===== config.mk =====
export PLATFORM = sky130hd
export DESIGN_NAME = bhac_top
export DESIGN_NICKNAME = d
export VERILOG_FILES = /design/src/inc/bhac_pkg.sv /design/src/hdl/bhac_grant_chain.sv /design/src/hdl/bhac_top.sv
export VERILOG_INCLUDE_DIRS = /design/src /design/src/inc
export SDC_FILE = /design/constraint.sdc
export NUM_CORES = 1
export LEC_CHECK = 0
export BUFFER_PORTS_ARGS = -buffer_cell sky130_fd_sc_hd__buf_2
export CAP_MARGIN = 20
export CELL_PAD_IN_SITES_DETAIL_PLACEMENT = 0
export CELL_PAD_IN_SITES_GLOBAL_PLACEMENT = 1
export CORE_UTILIZATION = 40
export DETAILED_ROUTE_END_ITERATION = 10
export PLACE_DENSITY_LB_ADDON = 0.1
export SLEW_MARGIN = 20
export SYNTH_ARGS = -nofsm -noshare
export SYNTH_HDL_FRONTEND = slang
export SYNTH_SLANG_ARGS = --single-unit

===== constraint.sdc =====
create_clock -name ref_clk -period 3.93 [get_ports ref_clk]
set_input_delay 0.393 -clock ref_clk [delete_from_list [all_inputs] [get_ports ref_clk]]
set_output_delay 0.393 -clock ref_clk [all_outputs]
set_load 0.005 [all_outputs]

===== src/inc/bhac_consts.svh =====
// constants of the backplane host adapter configuration block
`ifndef BHAC_CONSTS_SVH
`define BHAC_CONSTS_SVH

// ----------------------------------------------------------------
// register byte offsets on the wishbone slave
// ----------------------------------------------------------------
`define BHAC_REG_CTRL 8'h00
`define BHAC_REG_STATUS 8'h04
`define BHAC_REG_SWITCH 8'h08
`define BHAC_REG_DECODE 8'h0C

// ----------------------------------------------------------------
// field positions
// ----------------------------------------------------------------
`define BHAC_CTRL_IRQ 0
`define BHAC_CTRL_DMA 1
`define BHAC_CTRL_BLOCK 2
`define BHAC_ST_PEND 0
`define BHAC_ST_BUSY 1
`define BHAC_ST_DONE 2
`define BHAC_ST_BLOCK 3
`define BHAC_ST_LEVEL_LO 4
`define BHAC_ST_BURST_LO 8

// ----------------------------------------------------------------
// decode and option values
// ----------------------------------------------------------------
`define BHAC_IO_PAGE_ONES 5'h1F
`define BHAC_BASE_LOW_ZERO 6'h00
`define BHAC_BASE_TOP 3'h7
`define BHAC_WIN_PRIMARY 7'h77
`define BHAC_WIN_SECONDARY 7'h73
`define BHAC_WIN_MIN 16'hE000
`define BHAC_WIN_MAX 16'hFFC0
`define BHAC_BURST_TWO 5'h02
`define BHAC_BURST_FOUR 5'h04
`define BHAC_BURST_BLOCK 5'h10
`define BHAC_LEVEL_BASE 3'h4
`define BHAC_RESET_WORD 32'h00000000

`endif


===== src/inc/bhac_pkg.sv =====
// types of the backplane host adapter configuration block
package bhac_pkg;

  // static option switches, off reads as one
  typedef struct packed {
    logic [3:0] xfer; // transfer/level group: [1:0] level, [2] burst length, [3] block mode
    logic [7:0] vec; // vector group, bit 0 is switch 1
    logic [7:0] addr; // address group, bit 0 is switch 1
  } bhac_switches_t;

  // dma burst sequencer states
  typedef enum logic [1:0] {
    DMA_IDLE,
    DMA_REQ,
    DMA_XFER
  } bhac_dma_state_t;

endpackage


===== src/hdl/bhac_grant_chain.sv =====
// daisy-chained grant: take it when wanted, otherwise pass it on
`timescale 1ns/1ps
`default_nettype none

module bhac_grant_chain (
  input wire logic ref_clk,
  input wire logic rst,
  input wire logic grant_in,
  input wire logic want,
  output logic grant_out,
  output logic owned,
  output logic taken
);

  logic prev_q; // grant level one cycle back
  logic owned_q; // grant kept here
  logic pass_q; // grant handed downstream

  // the choice is made once, on the rising grant, and holds until it falls
  always_ff @(posedge ref_clk) begin
    if (rst) begin
      prev_q <= 1'b0;
    end else begin
      prev_q <= grant_in;
    end
  end

  // ownership versus pass-through
  always_ff @(posedge ref_clk) begin
    if (rst) begin
      owned_q <= 1'b0;
      pass_q <= 1'b0;
    end else if (!grant_in) begin
      owned_q <= 1'b0;
      pass_q <= 1'b0;
    end else if (!prev_q) begin
      owned_q <= want;
      pass_q <= !want;
    end
  end

  assign taken = grant_in && !prev_q && want;
  assign owned = owned_q;
  assign grant_out = pass_q;

endmodule

`default_nettype wire


===== src/hdl/bhac_top.sv =====
// backplane slave decode, interrupt and dma option logic of the adapter
//
// Added by the designer: the Wishbone interface to the registers and the placing of the registers.
`timescale 1ns/1ps
`default_nettype none
`include "bhac_consts.svh"

// Notes on behaviour
// - address bits 6-12 match address switches
// - window base low six bits zero
// - address bits 13-17 must be ones
// - base spans 160000 to 177700 octal
// - primary 176700, secondary 176300 selectable
// - vector switches drive vector on acknowledge
// - vector even, within 000 to 374
// - vector bit 1 switch ignored
// - burst two/four words, sixteen in block
// - block mode only with switch four off
// - four levels, defer to higher requests
// - default switches give level four
module bhac_top
  import bhac_pkg::*;
(
  input wire logic ref_clk,
  input wire logic rst,
  input wire logic wb_cyc_i,
  input wire logic wb_stb_i,
  input wire logic wb_we_i,
  input wire logic [7:0] wb_adr_i,
  input wire logic [3:0] wb_sel_i,
  input wire logic [31:0] wb_dat_i,
  output logic [31:0] wb_dat_o,
  output logic wb_ack_o,
  input wire bhac_switches_t option_switches,
  input wire logic [17:0] bus_addr,
  input wire logic bus_addr_strobe,
  output logic window_select,
  input wire logic [3:0] bus_irq_lines,
  output logic [3:0] irq_request_lines,
  input wire logic iak_in,
  output logic iak_out,
  output logic [7:0] vector_out,
  output logic vector_oe,
  output logic dmr_out,
  input wire logic dmg_in,
  output logic dmg_out,
  output logic dma_word_strobe,
  output logic dma_block_mode
);

  // ----------------------------------------------------------------
  // helper functions
  // ----------------------------------------------------------------

  // vector from switches; bits 1 and 0 are never switch driven
  function automatic logic [7:0] vec_of(input logic [7:0] sw);
    vec_of = {sw[7:2], 2'b00};
  endfunction

  // 16-bit window base from the address switches
  function automatic logic [15:0] base_of(input logic [7:0] sw);
    base_of = {`BHAC_BASE_TOP, sw[7:1], `BHAC_BASE_LOW_ZERO};
  endfunction

  // words per burst
  function automatic logic [4:0] burst_of(input logic block, input logic len_off);
    if (block) begin
      burst_of = `BHAC_BURST_BLOCK;
    end else if (len_off) begin
      burst_of = `BHAC_BURST_FOUR;
    end else begin
      burst_of = `BHAC_BURST_TWO;
    end
  endfunction

  // request lines that outrank our own level index
  function automatic logic [3:0] higher_of(input logic [1:0] idx);
    case (idx)
      2'h0: higher_of = 4'hE;
      2'h1: higher_of = 4'hC;
      2'h2: higher_of = 4'h8;
      default: higher_of = 4'h0;
    endcase
  endfunction

  // ----------------------------------------------------------------
  // input synchronisers
  // ----------------------------------------------------------------
  logic [44:0] sync1_q; // first stage, read only by the second
  logic [44:0] sync2_q; // settled copy
  logic [17:0] s_addr; // synced bus address
  logic s_strobe; // synced address strobe
  logic [3:0] s_irq_lines; // synced request lines, bit i is level 4+i
  logic s_iak; // synced interrupt grant
  logic s_dmg; // synced dma grant
  bhac_switches_t s_sw; // synced option switches

  // every backplane and switch pin crosses two flops before use
  always_ff @(posedge ref_clk) begin
    if (rst) begin
      sync1_q <= 45'h0;
      sync2_q <= 45'h0;
    end else begin
      sync1_q <= {bus_addr, bus_addr_strobe, bus_irq_lines, iak_in, dmg_in, option_switches};
      sync2_q <= sync1_q;
    end
  end

  assign {s_addr, s_strobe, s_irq_lines, s_iak, s_dmg, s_sw} = sync2_q;

  // ----------------------------------------------------------------
  // register window decode
  // ----------------------------------------------------------------
  logic hit_d; // address falls in the window
  logic window_q; // registered select

  assign hit_d = s_strobe && (s_addr[17:13] == `BHAC_IO_PAGE_ONES)
                 && (s_addr[12:6] == s_sw.addr[7:1]);

  // switch 1 plays no part; the low six bits pick a register inside
  always_ff @(posedge ref_clk) begin
    if (rst) begin
      window_q <= 1'b0;
    end else begin
      window_q <= hit_d;
    end
  end

  assign window_select = window_q;

  // ----------------------------------------------------------------
  // wishbone slave
  // ----------------------------------------------------------------
  logic ack_q; // one-cycle answer
  logic [31:0] rdata_q; // read data flop
  logic [31:0] rdata_d; // read mux
  logic wr_ctrl; // control write this cycle
  logic wr_status; // status write this cycle
  logic req; // fresh request
  logic irq_pend_q; // interrupt awaiting acknowledge
  logic done_q; // sticky burst done
  logic [4:0] burst_q; // latched words per burst
  logic block_q; // latched block mode
  logic [2:0] level; // interrupt level number

  assign req = wb_cyc_i && wb_stb_i && !ack_q;
  // writes land on the acknowledge edge, while the master still holds the request
  assign wr_ctrl = wb_cyc_i && wb_stb_i && ack_q && wb_we_i && wb_sel_i[0]
                   && (wb_adr_i == `BHAC_REG_CTRL);
  assign wr_status = wb_cyc_i && wb_stb_i && ack_q && wb_we_i && wb_sel_i[0]
                     && (wb_adr_i == `BHAC_REG_STATUS);
  assign level = `BHAC_LEVEL_BASE + {1'b0, s_sw.xfer[1:0]};

  // read mux; unmapped offsets answer zero
  always_comb begin
    rdata_d = `BHAC_RESET_WORD;
    case (wb_adr_i)
      `BHAC_REG_STATUS: begin
        rdata_d[`BHAC_ST_PEND] = irq_pend_q;
        rdata_d[`BHAC_ST_BUSY] = dmr_out || dma_word_strobe;
        rdata_d[`BHAC_ST_DONE] = done_q;
        rdata_d[`BHAC_ST_BLOCK] = block_q;
        rdata_d[`BHAC_ST_LEVEL_LO +: 3] = level;
        rdata_d[`BHAC_ST_BURST_LO +: 5] = burst_q;
      end
      `BHAC_REG_SWITCH: begin
        rdata_d[19:0] = s_sw;
      end
      `BHAC_REG_DECODE: begin
        rdata_d[7:0] = vec_of(s_sw.vec);
        rdata_d[31:16] = base_of(s_sw.addr);
      end
      default: begin
        rdata_d = `BHAC_RESET_WORD;
      end
    endcase
  end

  // answer one cycle after the request, then drop
  always_ff @(posedge ref_clk) begin
    if (rst) begin
      ack_q <= 1'b0;
      rdata_q <= `BHAC_RESET_WORD;
    end else begin
      ack_q <= req;
      if (req && !wb_we_i) begin
        rdata_q <= rdata_d;
      end
    end
  end

  assign wb_ack_o = ack_q;
  assign wb_dat_o = rdata_q;

  // ----------------------------------------------------------------
  // interrupt request and acknowledge
  // ----------------------------------------------------------------
  logic higher_busy; // a higher level is requesting
  logic irq_want; // claim the next acknowledge
  logic irq_owned; // acknowledge held here
  logic irq_taken; // acknowledge claimed this cycle
  logic [3:0] irq_lines_q; // request line drive
  logic [7:0] vector_q; // vector drive
  logic iak_pass; // grant passed on

  assign higher_busy = |(s_irq_lines & higher_of(s_sw.xfer[1:0]));
  assign irq_want = irq_pend_q && !higher_busy;

  bhac_grant_chain u_iak_chain (
    .ref_clk(ref_clk),
    .rst(rst),
    .grant_in(s_iak),
    .want(irq_want),
    .grant_out(iak_pass),
    .owned(irq_owned),
    .taken(irq_taken)
  );

  // a software set in the acknowledge cycle survives the clear
  always_ff @(posedge ref_clk) begin
    if (rst) begin
      irq_pend_q <= 1'b0;
    end else if (wr_ctrl && wb_dat_i[`BHAC_CTRL_IRQ]) begin
      irq_pend_q <= 1'b1;
    end else if (irq_taken) begin
      irq_pend_q <= 1'b0;
    end
  end

  // one-hot request on the selected line
  always_ff @(posedge ref_clk) begin
    if (rst) begin
      irq_lines_q <= 4'h0;
    end else begin
      irq_lines_q <= irq_pend_q ? (4'h1 << s_sw.xfer[1:0]) : 4'h0;
    end
  end

  // vector always tracks the switches; enable marks the drive
  always_ff @(posedge ref_clk) begin
    if (rst) begin
      vector_q <= 8'h00;
    end else begin
      vector_q <= vec_of(s_sw.vec);
    end
  end

  assign irq_request_lines = irq_lines_q;
  assign vector_out = vector_q;
  assign vector_oe = irq_owned;
  assign iak_out = iak_pass;

  // ----------------------------------------------------------------
  // dma burst sequencer
  // ----------------------------------------------------------------
  bhac_dma_state_t dma_state_q; // sequencer state
  logic [4:0] cnt_q; // words sent in this burst
  logic dmg_taken; // dma grant claimed
  logic strobe_q; // word strobe flop
  logic start; // software start

  assign start = wr_ctrl && wb_dat_i[`BHAC_CTRL_DMA];

  bhac_grant_chain u_dmg_chain (
    .ref_clk(ref_clk),
    .rst(rst),
    .grant_in(s_dmg),
    .want(dma_state_q == DMA_REQ),
    .grant_out(dmg_out),
    .owned(),
    .taken(dmg_taken)
  );

  // start is ignored while a burst is under way
  always_ff @(posedge ref_clk) begin
    if (rst) begin
      dma_state_q <= DMA_IDLE;
      cnt_q <= 5'h00;
    end else begin
      case (dma_state_q)
        DMA_IDLE: begin
          cnt_q <= 5'h00;
          if (start) begin
            dma_state_q <= DMA_REQ;
          end
        end
        DMA_REQ: begin
          if (dmg_taken) begin
            dma_state_q <= DMA_XFER;
          end
        end
        DMA_XFER: begin
          cnt_q <= 5'(cnt_q + 5'h01);
          if (cnt_q == 5'(burst_q - 5'h01)) begin
            dma_state_q <= DMA_IDLE;
          end
        end
        default: begin
          dma_state_q <= DMA_IDLE;
        end
      endcase
    end
  end

  // burst shape is fixed at start so a mid-burst switch change is harmless
  always_ff @(posedge ref_clk) begin
    if (rst) begin
      block_q <= 1'b0;
      burst_q <= `BHAC_BURST_TWO;
    end else if (start && dma_state_q == DMA_IDLE) begin
      block_q <= wb_dat_i[`BHAC_CTRL_BLOCK] && s_sw.xfer[3];
      burst_q <= burst_of(wb_dat_i[`BHAC_CTRL_BLOCK] && s_sw.xfer[3], s_sw.xfer[2]);
    end
  end

  // word strobe drive, registered from the transfer state
  always_ff @(posedge ref_clk) begin
    if (rst) begin
      strobe_q <= 1'b0;
    end else begin
      strobe_q <= (dma_state_q == DMA_XFER);
    end
  end

  // done: burst end wins over a software clear
  always_ff @(posedge ref_clk) begin
    if (rst) begin
      done_q <= 1'b0;
    end else if (dma_state_q == DMA_XFER && cnt_q == 5'(burst_q - 5'h01)) begin
      done_q <= 1'b1;
    end else if (wr_status && wb_dat_i[`BHAC_ST_DONE]) begin
      done_q <= 1'b0;
    end
  end

  assign dmr_out = (dma_state_q == DMA_REQ);
  assign dma_word_strobe = strobe_q;
  assign dma_block_mode = block_q;

  // ----------------------------------------------------------------
  // assertions
  // ----------------------------------------------------------------
  a_window_hit: assert property (@(posedge ref_clk) disable iff (rst)
    (s_strobe && &s_addr[17:13] && s_addr[12:6] == s_sw.addr[7:1]) |=> window_select)
    else $error("window select missed a matching address");
  a_window_page: assert property (@(posedge ref_clk) disable iff (rst)
    window_select |-> $past(s_addr[17:13]) == `BHAC_IO_PAGE_ONES)
    else $error("window selected outside the top io page");
  a_window_range: assert property (@(posedge ref_clk) disable iff (rst)
    window_select |-> ($past(s_addr[15:0]) >= `BHAC_WIN_MIN
      && {$past(s_addr[15:6]), 6'h00} <= `BHAC_WIN_MAX
      && base_of(s_sw.addr) == {$past(s_addr[15:6]), 6'h00}))
    else $error("window base out of range");
  a_vector_even: assert property (@(posedge ref_clk) disable iff (rst)
    vector_oe |-> (vector_out[1:0] == 2'b00))
    else $error("vector not even or bit 1 set");
  a_vector_value: assert property (@(posedge ref_clk) disable iff (rst)
    (vector_oe && $stable(s_sw.vec)) |-> vector_out == {s_sw.vec[7:2], 2'b00})
    else $error("vector does not follow the switches");
  a_level_default: assert property (@(posedge ref_clk) disable iff (rst)
    ($past(irq_pend_q) && $past(s_sw.xfer[1:0]) == 2'b00) |-> irq_request_lines == 4'h1)
    else $error("default level is not four");
  a_higher_pass: assert property (@(posedge ref_clk) disable iff (rst)
    ($rose(s_iak) && higher_busy) |=> (iak_out && !vector_oe))
    else $error("grant claimed under a higher request");
  a_block_inhibit: assert property (@(posedge ref_clk) disable iff (rst)
    (start && dma_state_q == DMA_IDLE && !s_sw.xfer[3]) |=> !dma_block_mode)
    else $error("block mode used while inhibited");
  a_burst_len: assert property (@(posedge ref_clk) disable iff (rst)
    (dma_state_q == DMA_REQ) |-> burst_q == burst_of(block_q, s_sw.xfer[2]))
    else $error("burst length wrong");
  a_burst_end: assert property (@(posedge ref_clk) disable iff (rst)
    (dma_state_q == DMA_XFER && $past(dma_state_q) == DMA_REQ && burst_q == 5'h02)
      |=> ##1 (dma_state_q == DMA_IDLE) ##1 done_q)
    else $error("two-word burst did not end on time");
  a_ack_single: assert property (@(posedge ref_clk) disable iff (rst)
    wb_ack_o |=> !wb_ack_o)
    else $error("ack held longer than one cycle");

  c_primary: cover property (@(posedge ref_clk) disable iff (rst)
    window_select && s_sw.addr[7:1] == `BHAC_WIN_PRIMARY);
  c_secondary: cover property (@(posedge ref_clk) disable iff (rst)
    window_select && s_sw.addr[7:1] == `BHAC_WIN_SECONDARY);
  c_vector: cover property (@(posedge ref_clk) disable iff (rst)
    vector_oe);
  c_block: cover property (@(posedge ref_clk) disable iff (rst)
    dma_block_mode && dma_word_strobe);

endmodule

`default_nettype wire


* Word level (Yosys, flattened, before mapping)
Cells that the tools add are included.
W data, S select, Z words.
** Storage, ports and cells
- Register bits after elaboration :: 157
- Latch bits :: 0
- RAM bits :: 0
- ROM bits :: 0
- Output and inout port bits :: 52
- Logic and storage cells :: 99
- Memories kept :: 0
** Operators by class
- Add/sub/neg operators :: 3
- $mul :: 0
- Divide/modulo/power cells :: 0
- $lt $le $gt $ge :: 0
- Equality and inequality tests :: 13
- Shifts and indexed selects :: 1
- Muxes and demuxes :: 18
- Bitwise gates (word level) :: 4
- Reductions and logical operators :: 40
** Operator list (number)
- $logic_and A1 B1 Y1 :: 21
- $pmux W7 S3 :: 1
- $pmux W5 S2 :: 2
- $eq A8 B4 Y1 const B :: 2
- $mux W12 :: 1
- $pmux W4 S3 :: 1
- $eq A8 B3 Y1 const B :: 1
- $logic_not A8 Y1 :: 1
- $eq A7 B7 Y1 :: 1
- $logic_not A1 Y1 :: 7
- $mux W2 :: 3
- $mux W3 :: 2
- $pmux W2 S3 :: 1
- $reduce_bool A2 Y1 :: 3
- $reduce_or A2 Y1 :: 3
- $add A5 B1 Y5 const B :: 1
- $eq A5 B5 Y1 :: 1
- $eq A5 B5 Y1 const B :: 1
- $mux W5 :: 1
- $sub A5 B1 Y5 const B :: 1
- $and A4 B4 Y4 :: 1
- $eq A2 B1 Y1 const B :: 2
- $eq A2 B2 Y1 const B :: 2
- $logic_not A2 Y1 :: 2
- 11 further kinds :: 17

* Longest topological paths before layout
- Depth after elaboration :: 9
- Gate-level depth with buffers :: 5

* Modules after synthesis
Synthesis repeated with hierarchy kept, for this count alone.
** Unflattened totals
- Cells, all modules :: 432
- Area total of the unflattened synthesis :: 4563.1 um2
** Modules (own cells, without submodules)
- bhac_top :: instances 1, cells each 410, area an instance 4337.9 um2, seq. area each 2582.5 um2
- bhac_grant_chain :: instances 2, cells each 11, area an instance 112.6 um2, seq. area each 60.1 um2

* Worst setup path after synthesis
OpenSTA, ideal clock, no wires.
- Path kind :: input port to flip-flop
- From :: in wb_adr_i[1]
- To :: reg rdata_q[7] (netlist: wb_dat_o[7])
- Library setup time :: 74 ps
- Arrival time :: 1601 ps
- Path slack :: 2255 ps
- Cell stages on the path :: 4
- Path buffers :: 0
- Cell sequence :: or4_4 nor4b_4 nand2_1 a31oi_1
** On the way
- Longest elaborated chain between the ends :: 2
- Elaborated cells between the ends (all ways) :: 3
- Classes of those cells :: eq/ne (2); mux (1)
** RTL lines
- start, declared :: RTL line bhac_top.sv:29 : input wire logic [7:0] wb_adr_i,
- $eq A8 B4 Y1 :: RTL line bhac_top.sv:157 : case (wb_adr_i)
- $pmux W1 S2 * :: RTL line bhac_top.sv:157
- end signal, assigned :: RTL line bhac_top.sv:183 : rdata_q <= `BHAC_RESET_WORD;
- end signal, assigned :: RTL line bhac_top.sv:187 : rdata_q <= rdata_d;
- end, declared :: RTL line bhac_top.sv:135 : logic [31:0] rdata_q;
Mark *: on every way between the ends. The rest lies on a longest branch, timed or not.
A chain may end at the register's enable or synchronous reset.

* Worst setup path in the final report
- From :: reg ack_q (netlist: wb_ack_o)
- To :: reg rdata_q[7] (netlist: wb_dat_o[7])
** On the way
- Longest elaborated chain between the ends :: 3
** RTL lines
- start, declared :: RTL line bhac_top.sv:134 : logic ack_q;
- start signal, assigned :: RTL line bhac_top.sv:185 : ack_q <= req;
- $logic_not A1 Y1 :: RTL line bhac_top.sv:146 : assign req = wb_cyc_i && wb_stb_i && !ack_q;
- $logic_and A1 B1 Y1 :: RTL line bhac_top.sv:146
- $logic_and A1 B1 Y1 :: RTL line bhac_top.sv:186 : if (req && !wb_we_i) begin
Every way passes these cells.

==> run metrics <==
number of endpoints failing setup at the final stage 0; worst supply voltage drop on vdd 0.235 mV; worst-case reg-to-reg path depth 5; CTS sink cnt 134; worst path required time 4260 ps; most area-consuming cells after synthesis sky130_fd_sc_hd__dfxtp_1, sky130_fd_sc_hd__nor2b_1, sky130_fd_sc_hd__a22oi_1, sky130_fd_sc_hd__nor2_1, sky130_fd_sc_hd__a22o_1; share of post-route cells with drive strength above 1 26.9%; crit path buf inv count 1; routability cong. 0.764; library cell used as clock root buffer sky130_fd_sc_hd__clkbuf_16; critical path capture point type register; sw power 641 uW; placed wire-length estimate 6.52 mm; Clock Power Share 53.2%; largest buffer count on any clock path 2; Cell Count Post-Placement 647; number of warnings reported in the yosys synthesis log 0; Avg Vias per Cell 4.69; first-pass iteration count of the detailed router 6; number of buffers inserted to repair setup after CTS 0; most frequently used flop master after synthesis sky130_fd_sc_hd__dfxtp_1; library cell with the highest instance count after synthesis sky130_fd_sc_hd__dfxtp_1; sum of overflow across all layers after global routing 0; post-synth top area share 59.5%; total negative setup slack 0 ps; Routed Wire Length 9.31 mm; Tmin final 1880 ps; IO Port Bufs 102; height of the die 108 um; TritonCTS clock tree yes; synthesized cell area 0.00451 mm2; kind of cell adding the most delay to the critical path simple AND/OR/NAND/NOR gates; wire length of the first global-routing pass 14.8 mm; post-route clock skew 6.28 ps; Stages on worst setup path 5; proportion of total power due to net switching 19.6%; Hold Crit Depth 2; total number of vias 3184; antenna cell count 0; mean routed wirelength per cell 13.7 um; number of maximum-capacitance constraint violations 0; starting utilization of the core area 41.2%; number of nets in the finished design 622; via count of the first global-routing pass 2940; type of the setup path with the least slack reg -> reg; post-route total power 3270 uW; number of synthesized flops with an enable pin 0; leading cell types by count after synthesis sky130_fd_sc_hd__dfxtp_1, sky130_fd_sc_hd__nor2b_1, sky130_fd_sc_hd__nor2_1; Final Hold Fails 0; antenna violation net count after detailed routing 0; number of core rows 38; transition time of the tightest slew-check pin 816 ps; portion of total power attributed to combinational logic 3.5%; post-synthesis async set-or-reset flop share 0%; cells along the critical path nand4bb_1, buf_4, nor4b_4, nand2_1, a31oi_1; core footprint 0.0109 mm2; Int Pwr 2630 uW; critical path's largest stage delay 720 ps; total power divided by cell area 568 mW/mm2; outcome finished clean; maximum net fanout on the critical path 33; worst slew margin relative to its limit 45.1%; non-filler instance count after layout 679; count of unresolved DRC violations after routing 0; most area-hungry cell type in the Yosys netlist sky130_fd_sc_hd__dfxtp_1; I/O pin count 146; slowest CP cell sky130_fd_sc_hd__nor4b_4; leakage 0.00246 uW; clock latency at the later pin of the worst-skew pair 400 ps; peak clock frequency supported by timing 532 MHz; largest net degree at the start of global routing 65; number of CTS-inserted buffers 17; CTS Hold Bufs 0; signed area change from the synthesized netlist to the final layout 27.8%; portion of the clock cycle consumed by the worst path in the final layout 47.8%; type of the worst min-delay path in -> reg; mean area per synthesized cell 10.6 um2; clock slew at reported path FFs 60 ps; chip width 108 um; worst hold-check slack 194 ps; Yosys reg bits 134; antenna violations before repair 0; RSZ-0062 raised after global routing no; total placed instance area 0.00510 mm2; cell area after layout 0.00577 mm2; H-tree level count 4; number of instances in the synthesized netlist 427; final count of pins violating max slew 0; Detailed Route Iter0 Violations 113; Total Die Area 0.0117 mm2; global-route total usage across every layer 17.1%; critical path launch point type register; data arrival at the endpoint of the critical path 2210 ps; Resize count post-CTS 0; post-synth cell types 48; sequential group share of total power 43.2%; sequential cell area fraction in the yosys report 59.5%
power groups by stage:
stage	sequential [uW]	combinational (uW)	clock [uW]
after floorplan	1440	76.2	0
after global placement	1440	116	0
after detailed placement	1450	117	0
after CTS	1420	118	1780
after global routing	1420	131	1840
final	1420	115	1740
kinds of logic (layout without fill, tap and decap cells):
logic type | count (synthesis) | after routing | synth area share (%)
adder cells (fa/ha/maj) | 2 | 2 | 0.555
multiplexers | 4 | 4 | 0.999
flip-flops | 134 | 134 | 59.5
buffers and inverters | 35 | 144 | 3.44
other | 1 | 4 | 0.0831
AND/OR/NAND/NOR | 179 | 179 | 23.4
AO/OA/AOI/OAI | 59 | 59 | 9.54
XOR/XNOR | 13 | 13 | 2.52
area by class of cell:
cell class	instances	area [um2]
Multi-Input combinational cell	261	1680
Fill cell	1015	5170
Clock buffer	21	470
Tap cell	140	175
Clock inverter	11	195
Sequential cell	134	2680
Inverter	8	30.0
Timing Repair Buffer	104	528
metal layers:
| layer | track usage (%) | vias to the layer above | routed length (um) |
|---|---|---|---|
| li1 | - | 1645 | - |
| met1 | 21.8 | 1460 | 4380 |
| met2 | 27.1 | 70 | 4450 |
| met3 | 4.94 | 9 | 390 |
| met4 | 6.75 | 0 | 91 |
| met5 | 0 | - | 0 |
stage by stage:
stage / setup slack, ps / util, %
2_1_floorplan: 2250 / -
3_3_place_gp: 1790 / 46.6
3_5_place_dp: 1740 / 46.6
4_1_cts: 2010 / 52.7
5_1_grt: 1820 / 52.7
6_report: 2050 / 52.7
state kept, by name, summed over array words and instances, names as in the netlist:
register	cells
dma_word_strobe	1
dma_state_q	2
u_iak_chain.prev_q	1
wb_dat_o	28
wb_ack_o	1
u_dmg_chain.prev_q	1
cnt_q	5
sync2_q	38
burst_q	3
irq_pend_q	1
irq_request_lines	4
window_select	1
u_dmg_chain.grant_out	1
vector_out	6
u_iak_chain.owned	1
sync1_q	38
u_iak_chain.grant_out	1
done_q	1
worst paths after layout:
check                              endpoint               start  slack [ps]
worst min-delay path             sync1_q[7]  option_switches[7]         190
worst max register to register  wb_dat_o[7]            wb_ack_o        2050
worst min register to register  sync2_q[19]         sync1_q[19]         430
worst max-delay path            wb_dat_o[7]            wb_ack_o        2050
cell usage in the layout (no fill, tap or decap), drive strengths merged, types with 3 or more instances in the layout:
cell      instances
nand4             4
xor2              5
bufinv            5
buf             104
conb              4
mux2              4
inv               9
a21oi            12
nor2             30
or3               5
clkinvlp          3
nand2            16
a22oi            20
nor4              5
xnor2             8
nor3              5
nor2b            91
dfxtp           134
nand3             5
clkbuf           21
a22o              9
and3              4
worst register-to-register path, cell delays in order, from the launching register on:
cell,delay (ps)
sky130_fd_sc_hd__dfxtp_1,340
sky130_fd_sc_hd__nand4bb_1,180
sky130_fd_sc_hd__buf_4,260
sky130_fd_sc_hd__nor4b_4,740
sky130_fd_sc_hd__nand2_1,120
sky130_fd_sc_hd__a31oi_1,170
(Power assumes the default switching activity.)
